===== config.mk =====
export PLATFORM = sky130hd
export DESIGN_NAME = tct_top
export DESIGN_NICKNAME = d
export VERILOG_FILES = /design/src/verilog/tct_pkg.sv /design/src/verilog/tct_duty_gen.sv /design/src/verilog/tct_top.sv
export VERILOG_INCLUDE_DIRS = /design/src /design/src/verilog
export SDC_FILE = /design/constraint.sdc
export NUM_CORES = 1
export LEC_CHECK = 0
export ABC_AREA = 1
export BUFFER_PORTS_ARGS = -buffer_cell sky130_fd_sc_hd__buf_2
export CORE_MARGIN = 5
export CORE_UTILIZATION = 50
export DETAILED_ROUTE_END_ITERATION = 8
export GPL_TIMING_DRIVEN = 0
export PLACE_DENSITY = 0.87
export SLEW_MARGIN = 20
export SYNTH_ARGS = -nofsm -noshare
export SYNTH_HDL_FRONTEND = slang
export SYNTH_SLANG_ARGS = --single-unit

===== constraint.sdc =====
create_clock -name pclk -period 1.6 [get_ports pclk]
set_input_delay 0.24 -clock pclk [delete_from_list [all_inputs] [get_ports pclk]]
set_output_delay 0.24 -clock pclk [all_outputs]
set_load 0.01 [all_outputs]

===== src/verilog/tct_params.svh =====
// offsets, field positions, reset values and timing counts of the throttle
`ifndef TCT_PARAMS_SVH
`define TCT_PARAMS_SVH

// ----------------------------------------------------------------
// register byte offsets
// ----------------------------------------------------------------
`define TCT_OFF_CTRL 12'h000
`define TCT_OFF_STATUS 12'h004
`define TCT_OFF_THRESH 12'h008

// ----------------------------------------------------------------
// control register fields and reset value
// ----------------------------------------------------------------
`define TCT_CTRL_RST 8'h01
`define TCT_C_AUTO 0
`define TCT_C_DUTY_LO 1
`define TCT_C_DUTY_HI 3
`define TCT_C_DEMAND 4
`define TCT_C_RISE_IE 5
`define TCT_C_FALL_IE 6
`define TCT_C_OOS_IE 7

// ----------------------------------------------------------------
// status register fields (bits 4..8 are write-one-to-clear)
// ----------------------------------------------------------------
`define TCT_S_HOT 0
`define TCT_S_THROTTLE 1
`define TCT_S_CLK_ON 2
`define TCT_S_OOS 3
`define TCT_S_OOS_STICKY 4
`define TCT_S_RISE_LOG 5
`define TCT_S_FALL_LOG 6
`define TCT_S_THR_LOG 7
`define TCT_S_VALID 9
`define TCT_S_TEMP_LO 16
`define TCT_W1C_MASK 9'h1f0

// ----------------------------------------------------------------
// threshold register: two 8-bit slots, value in 6:0, enable in 7
// ----------------------------------------------------------------
`define TCT_THRESH_RST 16'h0000
`define TCT_THR_SLOT 8
`define TCT_THR_EN 7

// ----------------------------------------------------------------
// temperature and ratio constants
// ----------------------------------------------------------------
`define TCT_TEMP_W 7
`define TCT_HYST 7'd2
`define TCT_AUTO_ON 3'd4
`define TCT_CAT_TEMP_C 125

// ----------------------------------------------------------------
// timing
// ----------------------------------------------------------------
`define TCT_CLK_NS 10
`define TCT_SLOT_NS 40
`define TCT_SLOT_CYC ((`TCT_SLOT_NS + `TCT_CLK_NS - 1) / `TCT_CLK_NS)
`define TCT_OOS_NS 10000
`define TCT_OOS_CYC (`TCT_OOS_NS / `TCT_CLK_NS)

`endif


===== src/verilog/tct_pkg.sv =====
// types shared by the thermal clock throttle
package tct_pkg;

   typedef enum logic [1:0] {TM_OFF, TM_AUTO, TM_DEMAND} tct_mode_t;

   typedef struct packed {
      logic [11:0] paddr;
      logic psel;
      logic penable;
      logic pwrite;
      logic [31:0] pwdata;
   } tct_apb_req_t;

   typedef struct packed {
      logic [31:0] prdata;
      logic pready;
      logic pslverr;
   } tct_apb_rsp_t;

   typedef struct packed {
      logic [7:0] cnt;
      logic [2:0] phase;
      logic clk_on;
   } tct_duty_st_t;

   typedef struct packed {
      logic [7:0] ctrl;
      logic [15:0] thresh;
      logic trip;
      logic hot;
      logic pin_q;
      logic oos;
      logic oos_sticky;
      logic rise_log;
      logic fall_log;
      logic [1:0] thr_log;
      logic [1:0] thr_below;
      logic [11:0] oos_cnt;
      logic cat;
      logic irq_pend;
      logic thermal_irq;
      logic [31:0] prdata;
      logic pslverr;
      tct_mode_t mode;
   } tct_st_t;

endpackage : tct_pkg


===== src/verilog/tct_duty_gen.sv =====
// slot-based duty generator for the core clock enable
`timescale 1ns/1ns
`default_nettype none
`include "tct_params.svh"

module tct_duty_gen #(
   parameter int SLOT_CYC = `TCT_SLOT_CYC
) (
   // clock and reset
   input wire logic pclk,
   input wire logic presetn,
   // control
   input wire logic active,
   input wire logic [2:0] on_slots,
   // gated clock enable
   output logic clk_on
);
   import tct_pkg::*;

   tct_duty_st_t st_ff;
   tct_duty_st_t nxt_st;
   logic [2:0] nxt_phase;

   // ----------------------------------------------------------------
   // eight slots per period, the first on_slots of them run the core
   // ----------------------------------------------------------------
   // while active, enable only moves at slot ends, so no partial slot reaches the core
   always_comb
   begin
      nxt_st = st_ff;
      nxt_phase = st_ff.phase + 3'd1;
      if (!active)
      begin
         nxt_st.cnt = 8'h00;
         nxt_st.phase = 3'h0;
         nxt_st.clk_on = 1'b1;
      end
      else if (st_ff.cnt == 8'(SLOT_CYC - 1))
      begin
         nxt_st.cnt = 8'h00;
         nxt_st.phase = nxt_phase;
         nxt_st.clk_on = (nxt_phase < on_slots);
      end
      else
      begin
         nxt_st.cnt = st_ff.cnt + 8'h01;
      end
   end

   // state register
   always_ff @(posedge pclk or negedge presetn)
   begin
      if (!presetn)
      begin
         st_ff <= '{cnt: 8'h00, phase: 3'h0, clk_on: 1'b1};
      end
      else
      begin
         st_ff <= nxt_st;
      end
   end

   assign clk_on = st_ff.clk_on;
endmodule : tct_duty_gen
`default_nettype wire


===== src/verilog/tct_top.sv =====
// thermal clock throttle: trip detect, duty modulation, hot pin, apb regs
//
// Function
// - auto throttle engages at the fixed, non-programmable trip point or on an external low on the hot pin
// - snooping continues; interrupts latched and delivered only in on-phases
// - auto mode wins over on-demand when both apply
// - auto mode modulates clocks at a fixed 50 percent ratio
// - throttle ends once temperature returns to a safe level
// - hysteresis around trip point prevents rapid toggling
// - on-demand bit 4 starts throttling at once, any temperature
// - on-demand ratio from bits 3:1 in 12.5 percent steps
// - hot pin driven low while die is above trip point
// - optional interrupt on asserting or deasserting edge of hot pin
// - hot pin not newly asserted in low-power states
// - hot pin kept asserted through low-power state if already asserted
// - catastrophic trip asserts and core shuts down near 125 C
// - catastrophic trip independent of activity, issues no bus cycle
// - sensor reports offset below junction limit, never above it
// - sensor reading valid only in full-run state
// - sensor reaching maximum triggers auto throttle at that point
// - persistent heat under auto throttle latches out-of-spec and sticky
// - two programmable thresholds each raise an interrupt when crossed
// - external low on hot pin requests throttling
`timescale 1ns/1ns
`default_nettype none
`include "tct_params.svh"

module tct_top #(
   parameter int OOS_CYC = `TCT_OOS_CYC,
   parameter int SLOT_CYC = `TCT_SLOT_CYC
) (
   // clock and reset
   input wire logic pclk,
   input wire logic presetn,
   // apb slave
   input wire tct_pkg::tct_apb_req_t apb_req,
   output tct_pkg::tct_apb_rsp_t apb_rsp,
   // on-die sensor: offset below the junction limit
   input wire logic [`TCT_TEMP_W-1:0] temp_offset,
   input wire logic temp_valid,
   input wire logic full_run_state,
   input wire logic low_power_state,
   input wire logic cat_temp_hit,
   // hot indication open-drain pin
   input wire logic hot_indication_n_i,
   output logic hot_indication_n_o,
   output logic hot_indication_n_oe,
   // core side
   output logic core_clk_en,
   output logic core_shutdown,
   output logic catastrophic_trip_n,
   input wire logic snoop_req,
   output logic snoop_go,
   input wire logic ext_irq_req,
   output logic core_irq,
   input wire logic core_irq_ack,
   // to the local interrupt controller
   output logic thermal_irq
);
   import tct_pkg::*;

   localparam int NTHR = 2;

   tct_st_t st_ff;
   tct_st_t nxt_st;
   logic clk_on;
   logic [2:0] on_slots;
   logic pin_low;
   logic at_max;
   logic cool;
   logic sense_ok;
   logic auto_act;
   logic rise_evt;
   logic fall_evt;
   logic oos_evt;
   logic [NTHR-1:0] thr_evt;
   logic [NTHR-1:0] thr_now;
   logic [NTHR-1:0] thr_irq;
   logic [8:0] w1c;
   logic wr_acc;
   logic rd_setup;

   // ----------------------------------------------------------------
   // address decode, shared by read and write paths
   // ----------------------------------------------------------------
   function automatic logic [1:0] reg_idx(input logic [11:0] a);
      logic [1:0] r;
      r = 2'd3;
      if (a == `TCT_OFF_CTRL)
      begin
         r = 2'd0;
      end
      else if (a == `TCT_OFF_STATUS)
      begin
         r = 2'd1;
      end
      else if (a == `TCT_OFF_THRESH)
      begin
         r = 2'd2;
      end
      return r;
   endfunction : reg_idx

   // ----------------------------------------------------------------
   // threshold crossing detectors
   // ----------------------------------------------------------------
   // a crossing is either direction; compared only on a valid reading
   for (genvar i = 0; i < NTHR; i++)
   begin : g_thr
      assign thr_now[i] = temp_offset <=
         st_ff.thresh[i*`TCT_THR_SLOT +: `TCT_TEMP_W];
      assign thr_evt[i] = sense_ok &&
         (thr_now[i] != st_ff.thr_below[i]);
      assign thr_irq[i] = thr_evt[i] &&
         st_ff.thresh[i*`TCT_THR_SLOT + `TCT_THR_EN];
   end

   // ----------------------------------------------------------------
   // sensing and event terms
   // ----------------------------------------------------------------
   // readings outside full-run are ignored and the old state holds
   assign sense_ok = temp_valid && full_run_state;
   assign at_max = (temp_offset == '0);
   assign cool = (temp_offset >= `TCT_HYST);
   assign pin_low = !hot_indication_n_i;
   assign auto_act = st_ff.ctrl[`TCT_C_AUTO] &&
      (st_ff.trip || pin_low);
   assign rise_evt = pin_low && !st_ff.pin_q;
   assign fall_evt = !pin_low && st_ff.pin_q;
   // one event per episode: the counter parks at its end value once set
   assign oos_evt = auto_act && st_ff.trip && !st_ff.oos &&
      (st_ff.oos_cnt == 12'(OOS_CYC - 1));
   assign wr_acc = apb_req.psel && apb_req.penable && apb_req.pwrite;
   assign rd_setup = apb_req.psel && !apb_req.penable;
   assign w1c = (wr_acc && reg_idx(apb_req.paddr) == 2'd1) ?
      apb_req.pwdata[8:0] & `TCT_W1C_MASK : 9'h000;

   // ----------------------------------------------------------------
   // next-state logic
   // ----------------------------------------------------------------
   always_comb
   begin
      nxt_st = st_ff;
      nxt_st.thermal_irq = 1'b0;
      // trip with hysteresis: set at the maximum, clear once cooled
      if (sense_ok)
      begin
         if (at_max)
         begin
            nxt_st.trip = 1'b1;
         end
         else if (cool)
         begin
            nxt_st.trip = 1'b0;
         end
      end
      // low-power states freeze the pin: no new assertion, no release
      if (!low_power_state)
      begin
         nxt_st.hot = st_ff.trip;
      end
      nxt_st.pin_q = pin_low;
      // mode select: auto outranks on-demand
      if (auto_act)
      begin
         nxt_st.mode = TM_AUTO;
      end
      else if (st_ff.ctrl[`TCT_C_DEMAND])
      begin
         nxt_st.mode = TM_DEMAND;
      end
      else
      begin
         nxt_st.mode = TM_OFF;
      end
      // out-of-spec timer runs while auto throttling cannot cool the die
      if (auto_act && st_ff.trip)
      begin
         if (!oos_evt && !st_ff.oos)
         begin
            nxt_st.oos_cnt = st_ff.oos_cnt + 12'h001;
         end
         if (oos_evt)
         begin
            nxt_st.oos = 1'b1;
         end
      end
      else
      begin
         nxt_st.oos_cnt = 12'h000;
         nxt_st.oos = 1'b0;
      end
      // sticky logs: a set in the clearing cycle wins
      nxt_st.oos_sticky = (st_ff.oos_sticky && !w1c[`TCT_S_OOS_STICKY]) ||
         oos_evt;
      nxt_st.rise_log = (st_ff.rise_log && !w1c[`TCT_S_RISE_LOG]) ||
         rise_evt;
      nxt_st.fall_log = (st_ff.fall_log && !w1c[`TCT_S_FALL_LOG]) ||
         fall_evt;
      nxt_st.thr_log = (st_ff.thr_log &
         ~w1c[`TCT_S_THR_LOG +: NTHR]) | thr_evt;
      if (sense_ok)
      begin
         nxt_st.thr_below = thr_now;
      end
      // thermal interrupt pulse to the local interrupt controller
      nxt_st.thermal_irq =
         (rise_evt && st_ff.ctrl[`TCT_C_RISE_IE]) ||
         (fall_evt && st_ff.ctrl[`TCT_C_FALL_IE]) ||
         (oos_evt && st_ff.ctrl[`TCT_C_OOS_IE]) ||
         (|thr_irq);
      // catastrophic trip latches until reset, whatever the modes
      nxt_st.cat = st_ff.cat || cat_temp_hit;
      // incoming interrupt held until the core takes it in an on-phase
      nxt_st.irq_pend = (st_ff.irq_pend && !(core_irq && core_irq_ack)) ||
         ext_irq_req;
      // register writes land at the access edge
      if (wr_acc && reg_idx(apb_req.paddr) == 2'd0)
      begin
         nxt_st.ctrl = apb_req.pwdata[7:0];
      end
      if (wr_acc && reg_idx(apb_req.paddr) == 2'd2)
      begin
         nxt_st.thresh = apb_req.pwdata[15:0];
      end
      // read data captured in the setup phase, valid through the access
      if (rd_setup)
      begin
         nxt_st.pslverr = (reg_idx(apb_req.paddr) == 2'd3);
         case (reg_idx(apb_req.paddr))
            2'd0: nxt_st.prdata = {24'h000000, st_ff.ctrl};
            2'd1: nxt_st.prdata = {9'h000, temp_offset, 6'h00,
               sense_ok, st_ff.thr_log, st_ff.fall_log, st_ff.rise_log,
               st_ff.oos_sticky, st_ff.oos, clk_on,
               st_ff.mode != TM_OFF, pin_low};
            2'd2: nxt_st.prdata = {16'h0000, st_ff.thresh};
            default: nxt_st.prdata = 32'h00000000;
         endcase
      end
   end

   // state register
   always_ff @(posedge pclk or negedge presetn)
   begin
      if (!presetn)
      begin
         st_ff <= '{ctrl: `TCT_CTRL_RST, thresh: `TCT_THRESH_RST,
            mode: TM_OFF, default: '0};
      end
      else
      begin
         st_ff <= nxt_st;
      end
   end

   // ----------------------------------------------------------------
   // duty ratio and modulator
   // ----------------------------------------------------------------
   // on-demand field 0 is undefined; it falls back to half duty
   always_comb
   begin
      case (st_ff.mode)
         TM_AUTO: on_slots = `TCT_AUTO_ON;
         TM_DEMAND: on_slots =
            (st_ff.ctrl[`TCT_C_DUTY_HI:`TCT_C_DUTY_LO] == 3'h0) ?
            `TCT_AUTO_ON : st_ff.ctrl[`TCT_C_DUTY_HI:`TCT_C_DUTY_LO];
         default: on_slots = `TCT_AUTO_ON;
      endcase
   end

   tct_duty_gen #(
      .SLOT_CYC(SLOT_CYC)
   ) u_duty (
      .pclk(pclk),
      .presetn(presetn),
      .active(st_ff.mode != TM_OFF),
      .on_slots(on_slots),
      .clk_on(clk_on)
   );

   // ----------------------------------------------------------------
   // outputs
   // ----------------------------------------------------------------
   // snoops bypass the throttle; the core sees interrupts only when clocked
   assign core_clk_en = clk_on && !st_ff.cat;
   assign snoop_go = snoop_req;
   assign core_irq = st_ff.irq_pend && core_clk_en;
   assign core_shutdown = st_ff.cat;
   assign catastrophic_trip_n = !st_ff.cat;
   assign hot_indication_n_o = 1'b0;
   assign hot_indication_n_oe = st_ff.hot;
   assign thermal_irq = st_ff.thermal_irq;
   assign apb_rsp = '{prdata: st_ff.prdata, pready: 1'b1,
      pslverr: st_ff.pslverr};
endmodule : tct_top
`default_nettype wire


==> results.cfg, run 1 <==
[place]
routabilityCongestion = 0.851
io_buffers = 77
hpwl_um = 8930
pre_cts_slack_ps = -173

[detailed_routing]
viasPerCell = 5.22
drt-total-wl_um = 12800
drt-initial-drc-count = 290
final_antenna_net_count = 0
vias = 4386
wire_per_inst_um = 15.2
detail_route.first_pass.iterations = 5
drc = 0

[timing]
finalHoldViolations = 0
slew_headroom_pct = 56.0
fmax_mhz = 620
setup_violations = 1
fin_crit_ps = 1610
fin_worst_skew_ps = 13.6
drv_slew = 0
fin_crit_sh_pct = 101
setup_slack_ps = -13.4
tightestPinTransition_ps = 658
rsz0062_at_grt = true
tns_ps = -13.4

[hold_path]
min_to = st_ff[36]
hold_start = ext_irq_req
hold_depth = 2
min_path_type = input pin to flop

[outcome]
status = finished, violations left
violations = setup timing

[clock_network]
root_buffer = clkbuf_8
worstSkewPairLatency_ps = 370
clk_path_buf_depth = 2
tritoncts = built
worst_setup_hold_path_clk_slew_ps = 100
cts_made_buffers = 9
clock-sinks = 88
h-tree-depth = 3

[yosys]
async_flop_share_pct = 100
synth-seq-cells = 88
postSynthAreaPerCell_um2 = 8.39
synth_top_area_share_pct = 44.0
syn-cell-area_um2 = 4890
synthTopCellsByArea = dfrtp_1 44%, nand2_1 12%, buf_4 5.5%
yosysMostFrequentCell = nand2_1
synth_commonest_cells = 159 x nand2_1, 86 x dfrtp_1, 61 x inv_1, 36 x buf_4, 34 x nor2_1
yosys_most_used_dff = dfrtp_1
synth_largest_area_cell = dfrtp_1
ys_warn_count = 0
yosysSeqAreaShare_pct = 45.1
synthCells = 583
synth.distinct_cells = 42
synth_edf_count = 0

[global_route]
grt.total_usage_pct = 20.5
grt_most_used_layer = met2
antenna_found_initial = 0
gr-total-overflow = 0
grt_pass1_wl_um = 19300
use_met1_pct = 26.4
grt_start_max_net_pins = 62
grt_use_met3_pct = 4.50
met2_usage_pct = 34.3
grt_pass1_vias = 4133

[pwr]
total_power_mw = 4.03
cellPowerDensity_nw_per_um2 = 670
power_leakage_nw = 3.11
vdd_drop_max_mv = 0.477

[critical_path]
worstReg2RegStart = st_ff[63]
required_ps = 1840
setup.worst_path.end_class = flop
worst-r2r-setup-slack_ps = -10
start_kind = flop
cp.arrival_ps = 1860
path_class = flop to flop
r2r_cells = 10
timing.rr.end = thermal_irq
critical_path.max_fanout = 2

[floorplan]
die_h_um = 109
pin_count = 106
die_area_um2 = 11900
initial_core_util_pct = 50.8
coreArea_um2 = 9640
die_x_um = 109
rows = 36

[final_layout]
final_core_util_pct = 62.5
final_nets = 785
fill_cells = 785
area_growth_pct = 23.1
regArea_um2 = 2200
multi_input_area_um2 = 2290
n_antenna_cell = 0
drive_gt1_share_pct = 35.5

[job]
cap_violations = 0
## cells by family after synthesis
group,share of synthesized area (%)
other cells,0.154
xor+xnor,1.25
flops,45.1
compound gates,11.4
simple gates,25.0
buf+inv,12.2
fa+ha+maj,4.86
## worst max-delay path, stage by stage, from the launching register on
cell	delay [ps]
dfrtp_1	420
inv_2	100
ha_4	200
a21oi_1	210
nand2_2	90
nand2_2	70
nand2_2	60
nand2_2	90
nand2_2	60
nand4_1	100
nand3_2	90
## routing by layer
| layer | wire length [um] | vias up |
|---|---|---|
| met5 | 0 | - |
| met3 | 1160 | 49 |
| met2 | 6220 | 230 |
| met4 | 396 | 0 |
| li1 | - | 2071 |
| met1 | 4990 | 2036 |
## report_power, final
| part | leakage (nW) | internal [mW] | switching [mW] | total, mW |
|---|---|---|---|---|
| Combinational | 1.88 | 0.135 | 0.220 | 0.354 |
| Clock | 0.0838 | 0.579 | 0.848 | 1.43 |
| Sequential | 1.15 | 2.24 | 0.0131 | 2.25 |
| Total | 3.11 | 2.95 | 1.08 | 4.03 |
## flip-flops by register name, summed over array words and instances, names as in the netlist
name / count
core_shutdown: 1
thermal_irq: 1
apb_rsp: 24
u_duty.clk_on: 1
st_ff: 49
u_duty.st_ff: 11
hot_indication_n_oe: 1
## worst max path at each step
stage	endpoint	start
floorplan	st_ff[47]	st_ff[38]
global placement	core_shutdown	presetn
detailed placement	st_ff[47]	st_ff[38]
CTS	thermal_irq	st_ff[74]
global route	thermal_irq	st_ff[63]
finish	thermal_irq	st_ff[63]
## cell type report
type | count | area share (%)
Multi-Input combinational cell | 391 | 38.1
Sequential cell | 88 | 36.6
Timing Repair Buffer | 99 | 9.62
Buffer | 45 | 5.57
Inverter | 68 | 4.40
Tap cell | 133 | 2.76
Clock buffer | 9 | 2.06
Clock inverter | 7 | 0.935
## through the flow
stage               hold WS [ps]  cells  area [um2]
floorplan                  -55.6    592        4930
global placement             424    802        5480
detailed placement           196    803        5510
CTS                         50.3    826        5760
global route                48.4    840        6020
finish                      57.0    840        6020
## cell usage in the layout, fill, tap and decap left out, types with 11 or more instances in the layout
cell,netlist,layout
nand2_1,159,149
dfrtp_1,86,86
buf_2,1,77
buf_4,36,56
inv_1,61,53
nand3_1,33,30
nor2_1,34,29
o21ai_2,18,18
o21ai_0,16,15
nand2_2,4,14
nor2_2,9,13
inv_2,4,12
ha_1,19,12
nor3_1,13,11
conb_1,2,11
## timing repair
action	in CTS	in global routing
endpoints found under the setup margin	12	16
setup buffers	6	14
endpoints found under the hold margin	26	0
pin swaps	4	14
hold buffers	1	0
gates resized for setup	4	40
(Power assumes the default switching activity.)
==> inputs of run 2 (changes only) <==
--- a/config.mk
+++ b/config.mk
@@ -8,6 +8,7 @@
 export LEC_CHECK = 0
 export ABC_AREA = 1
 export BUFFER_PORTS_ARGS = -buffer_cell sky130_fd_sc_hd__buf_2
+export CORE_ASPECT_RATIO = 0.75
 export CORE_MARGIN = 5
 export CORE_UTILIZATION = 50
 export DETAILED_ROUTE_END_ITERATION = 8
==> run 2 against run 1 <==
The flow now finishes without violations. Sequential share of layout area decreased by 0.33 points. Die area up 0.18%. Critical path depth fell by 1. Core utilization is 0.70 points higher. Wire length fell by 1.6%. Clock skew is 7.5 ps lower. Clock-buffer cell count grew 1. Worst hold slack improved by 31 ps. Register-to-register slack better by 50 ps. Critical endpoint unchanged. Combinational power decreased by 4%.
==> results.cfg, run 2 (synthesis results as in run 1) <==
[outcome]
status = complete, no violations

[final_layout]
n_antenna_cell = 0
fin_area_um2 = 6080
final_common_cell = nand2_1
largest_reg_flops = 49
area_growth_pct = 24.3
layout_common_cells = 157 x nand2_1, 86 x dfrtp_1, 77 x buf_2
final_nets = 782
largest-register = st_ff
drive_gt1_share_pct = 33.2

[global_route]
grt_start_max_net_pins = 48
grt_pass1_vias = 4201
grt_pass1_wl_um = 20100
grt.total_usage_pct = 21.1
gr-total-overflow = 0
antenna_found_initial = 0

[floorplan]
coreArea_um2 = 9620
initial_core_util_pct = 50.9
rows = 31
die_h_um = 95.7
die_area_um2 = 11900
die_x_um = 124
pin_count = 106

[place]
pre_cts_slack_ps = -156
io_buffers = 77
placed_area_um2 = 5510
routabilityCongestion = 0.885
hpwl_um = 9180

[critical_path]
cp.arrival_ps = 1780
path_common_cell = nand2_1
r2r_cells = 9
worst-r2r-setup-slack_ps = 30
path_class = flop to flop
setup.worst_path.end_class = flop
crit_chain = inv_1 -> ha_1 -> a21o_1 -> nor2_1 -> nand2_1 -> nand2_1 -> nand2_1 -> nand4_1 -> nand3_2
critical_path.max_fanout = 2
cp_slowest_cell = dfrtp_1
required_ps = 1820
crit_path_max_incr_delay_ps = 380
worstReg2RegStart = st_ff[67]
timing.rr.end = thermal_irq
start_kind = flop

[pwr]
clkPwrFrac_pct = 46.9
seqPwrFrac_pct = 46.2
p_switching_mw = 1.10
p_int_mw = 3.78
pwr-share-comb_pct = 7.0
switching_share_pct = 22.5
cellPowerDensity_nw_per_um2 = 803
vdd_drop_max_mv = 0.669
power_leakage_nw = 3.16

[timing]
fin_worst_skew_ps = 6.13
setup_violations = 0
rsz0062_at_grt = true
setup_slack_ps = 33.2
drv_slew = 0
slew_headroom_pct = 61.5
finalHoldViolations = 0
fin_crit_ps = 1570
tightestPinTransition_ps = 578
tns_ps = 0
fin_crit_sh_pct = 97.9
fmax_mhz = 638
fin_hold_ws_ps = 87.8

[hold_path]
hold_start = ext_irq_req
min_path_type = input pin to flop
min_to = st_ff[36]
hold_depth = 2

[detailed_routing]
final_antenna_net_count = 0
viasPerCell = 5.13
drt-initial-drc-count = 424
wire_per_inst_um = 15.0
drc = 0
detail_route.first_pass.iterations = 5
vias = 4287
drt-total-wl_um = 12600

[clock_network]
clk_path_buf_depth = 2
worst_setup_hold_path_clk_slew_ps = 70
clock-sinks = 88
cts_made_buffers = 9
root_buffer = clkbuf_16
worstSkewPairLatency_ps = 340
h-tree-depth = 3
tritoncts = built

[job]
cap_violations = 0
-- run 2: power groups by stage --
stage / registers [mW] / logic [mW] / clock network [mW]
after detailed placement: 2.30 / 0.321 / 0
after floorplan: 2.29 / 0.150 / 0
after global routing: 2.25 / 0.379 / 2.42
after global placement: 2.29 / 0.297 / 0
final: 2.25 / 0.340 / 2.29
after CTS: 2.25 / 0.328 / 2.31
-- run 2: worst max path at each step --
stage	startpoint	endpoint	cells after the start
3_3_place_gp	presetn	u_duty.st_ff[6]	1
3_5_place_dp	st_ff[38]	st_ff[47]	10
2_1_floorplan	st_ff[38]	st_ff[47]	10
4_1_cts	st_ff[39]	st_ff[47]	10
5_1_grt	st_ff[63]	thermal_irq	11
6_report	st_ff[67]	thermal_irq	9
-- run 2: routing by layer --
layer  wire length [um]  track usage (%)  vias up
li1                   -                -     2060
met4                201             5.57        0
met1               5280             26.4     2025
met2               5960             35.7      179
met5                  0                0        -
met3               1120             6.83       23
-- run 2: stage by stage --
step	std cells	power [mW]	util, %
6_report	836	4.88	63.2
3_3_place_gp	801	2.59	56.9
4_1_cts	822	4.89	61.2
2_1_floorplan	592	2.44	-
5_1_grt	836	5.05	63.2
3_5_place_dp	802	2.62	57.2
-- run 2: timing repair --
item | CTS | global route
endpoints found under the hold margin | 40 | 0
endpoints found under the setup margin | 12 | 17
gates resized for setup | 6 | 24
setup buffers | 3 | 14
hold buffers | 1 | 0
pin swaps | 2 | 12
-- run 2: area by class of cell --
class                   count  area, um2
flip-flops and latches     88       2200
repair buffers             96        553
plain buffers              45        335
fillers                   766       3540
inverters                  68        263
clock inverters             6       90.1
clock buffers              10        239
well taps                 132        165
multi-input cells         391       2230
-- run 2: critical path: cells and delay by family (launching register included) --
family / cells / cell delay, ps
compound gates: 1 / 190
fa+ha+maj: 1 / 260
buf+inv: 1 / 100
flops: 1 / 380
simple gates: 6 / 520
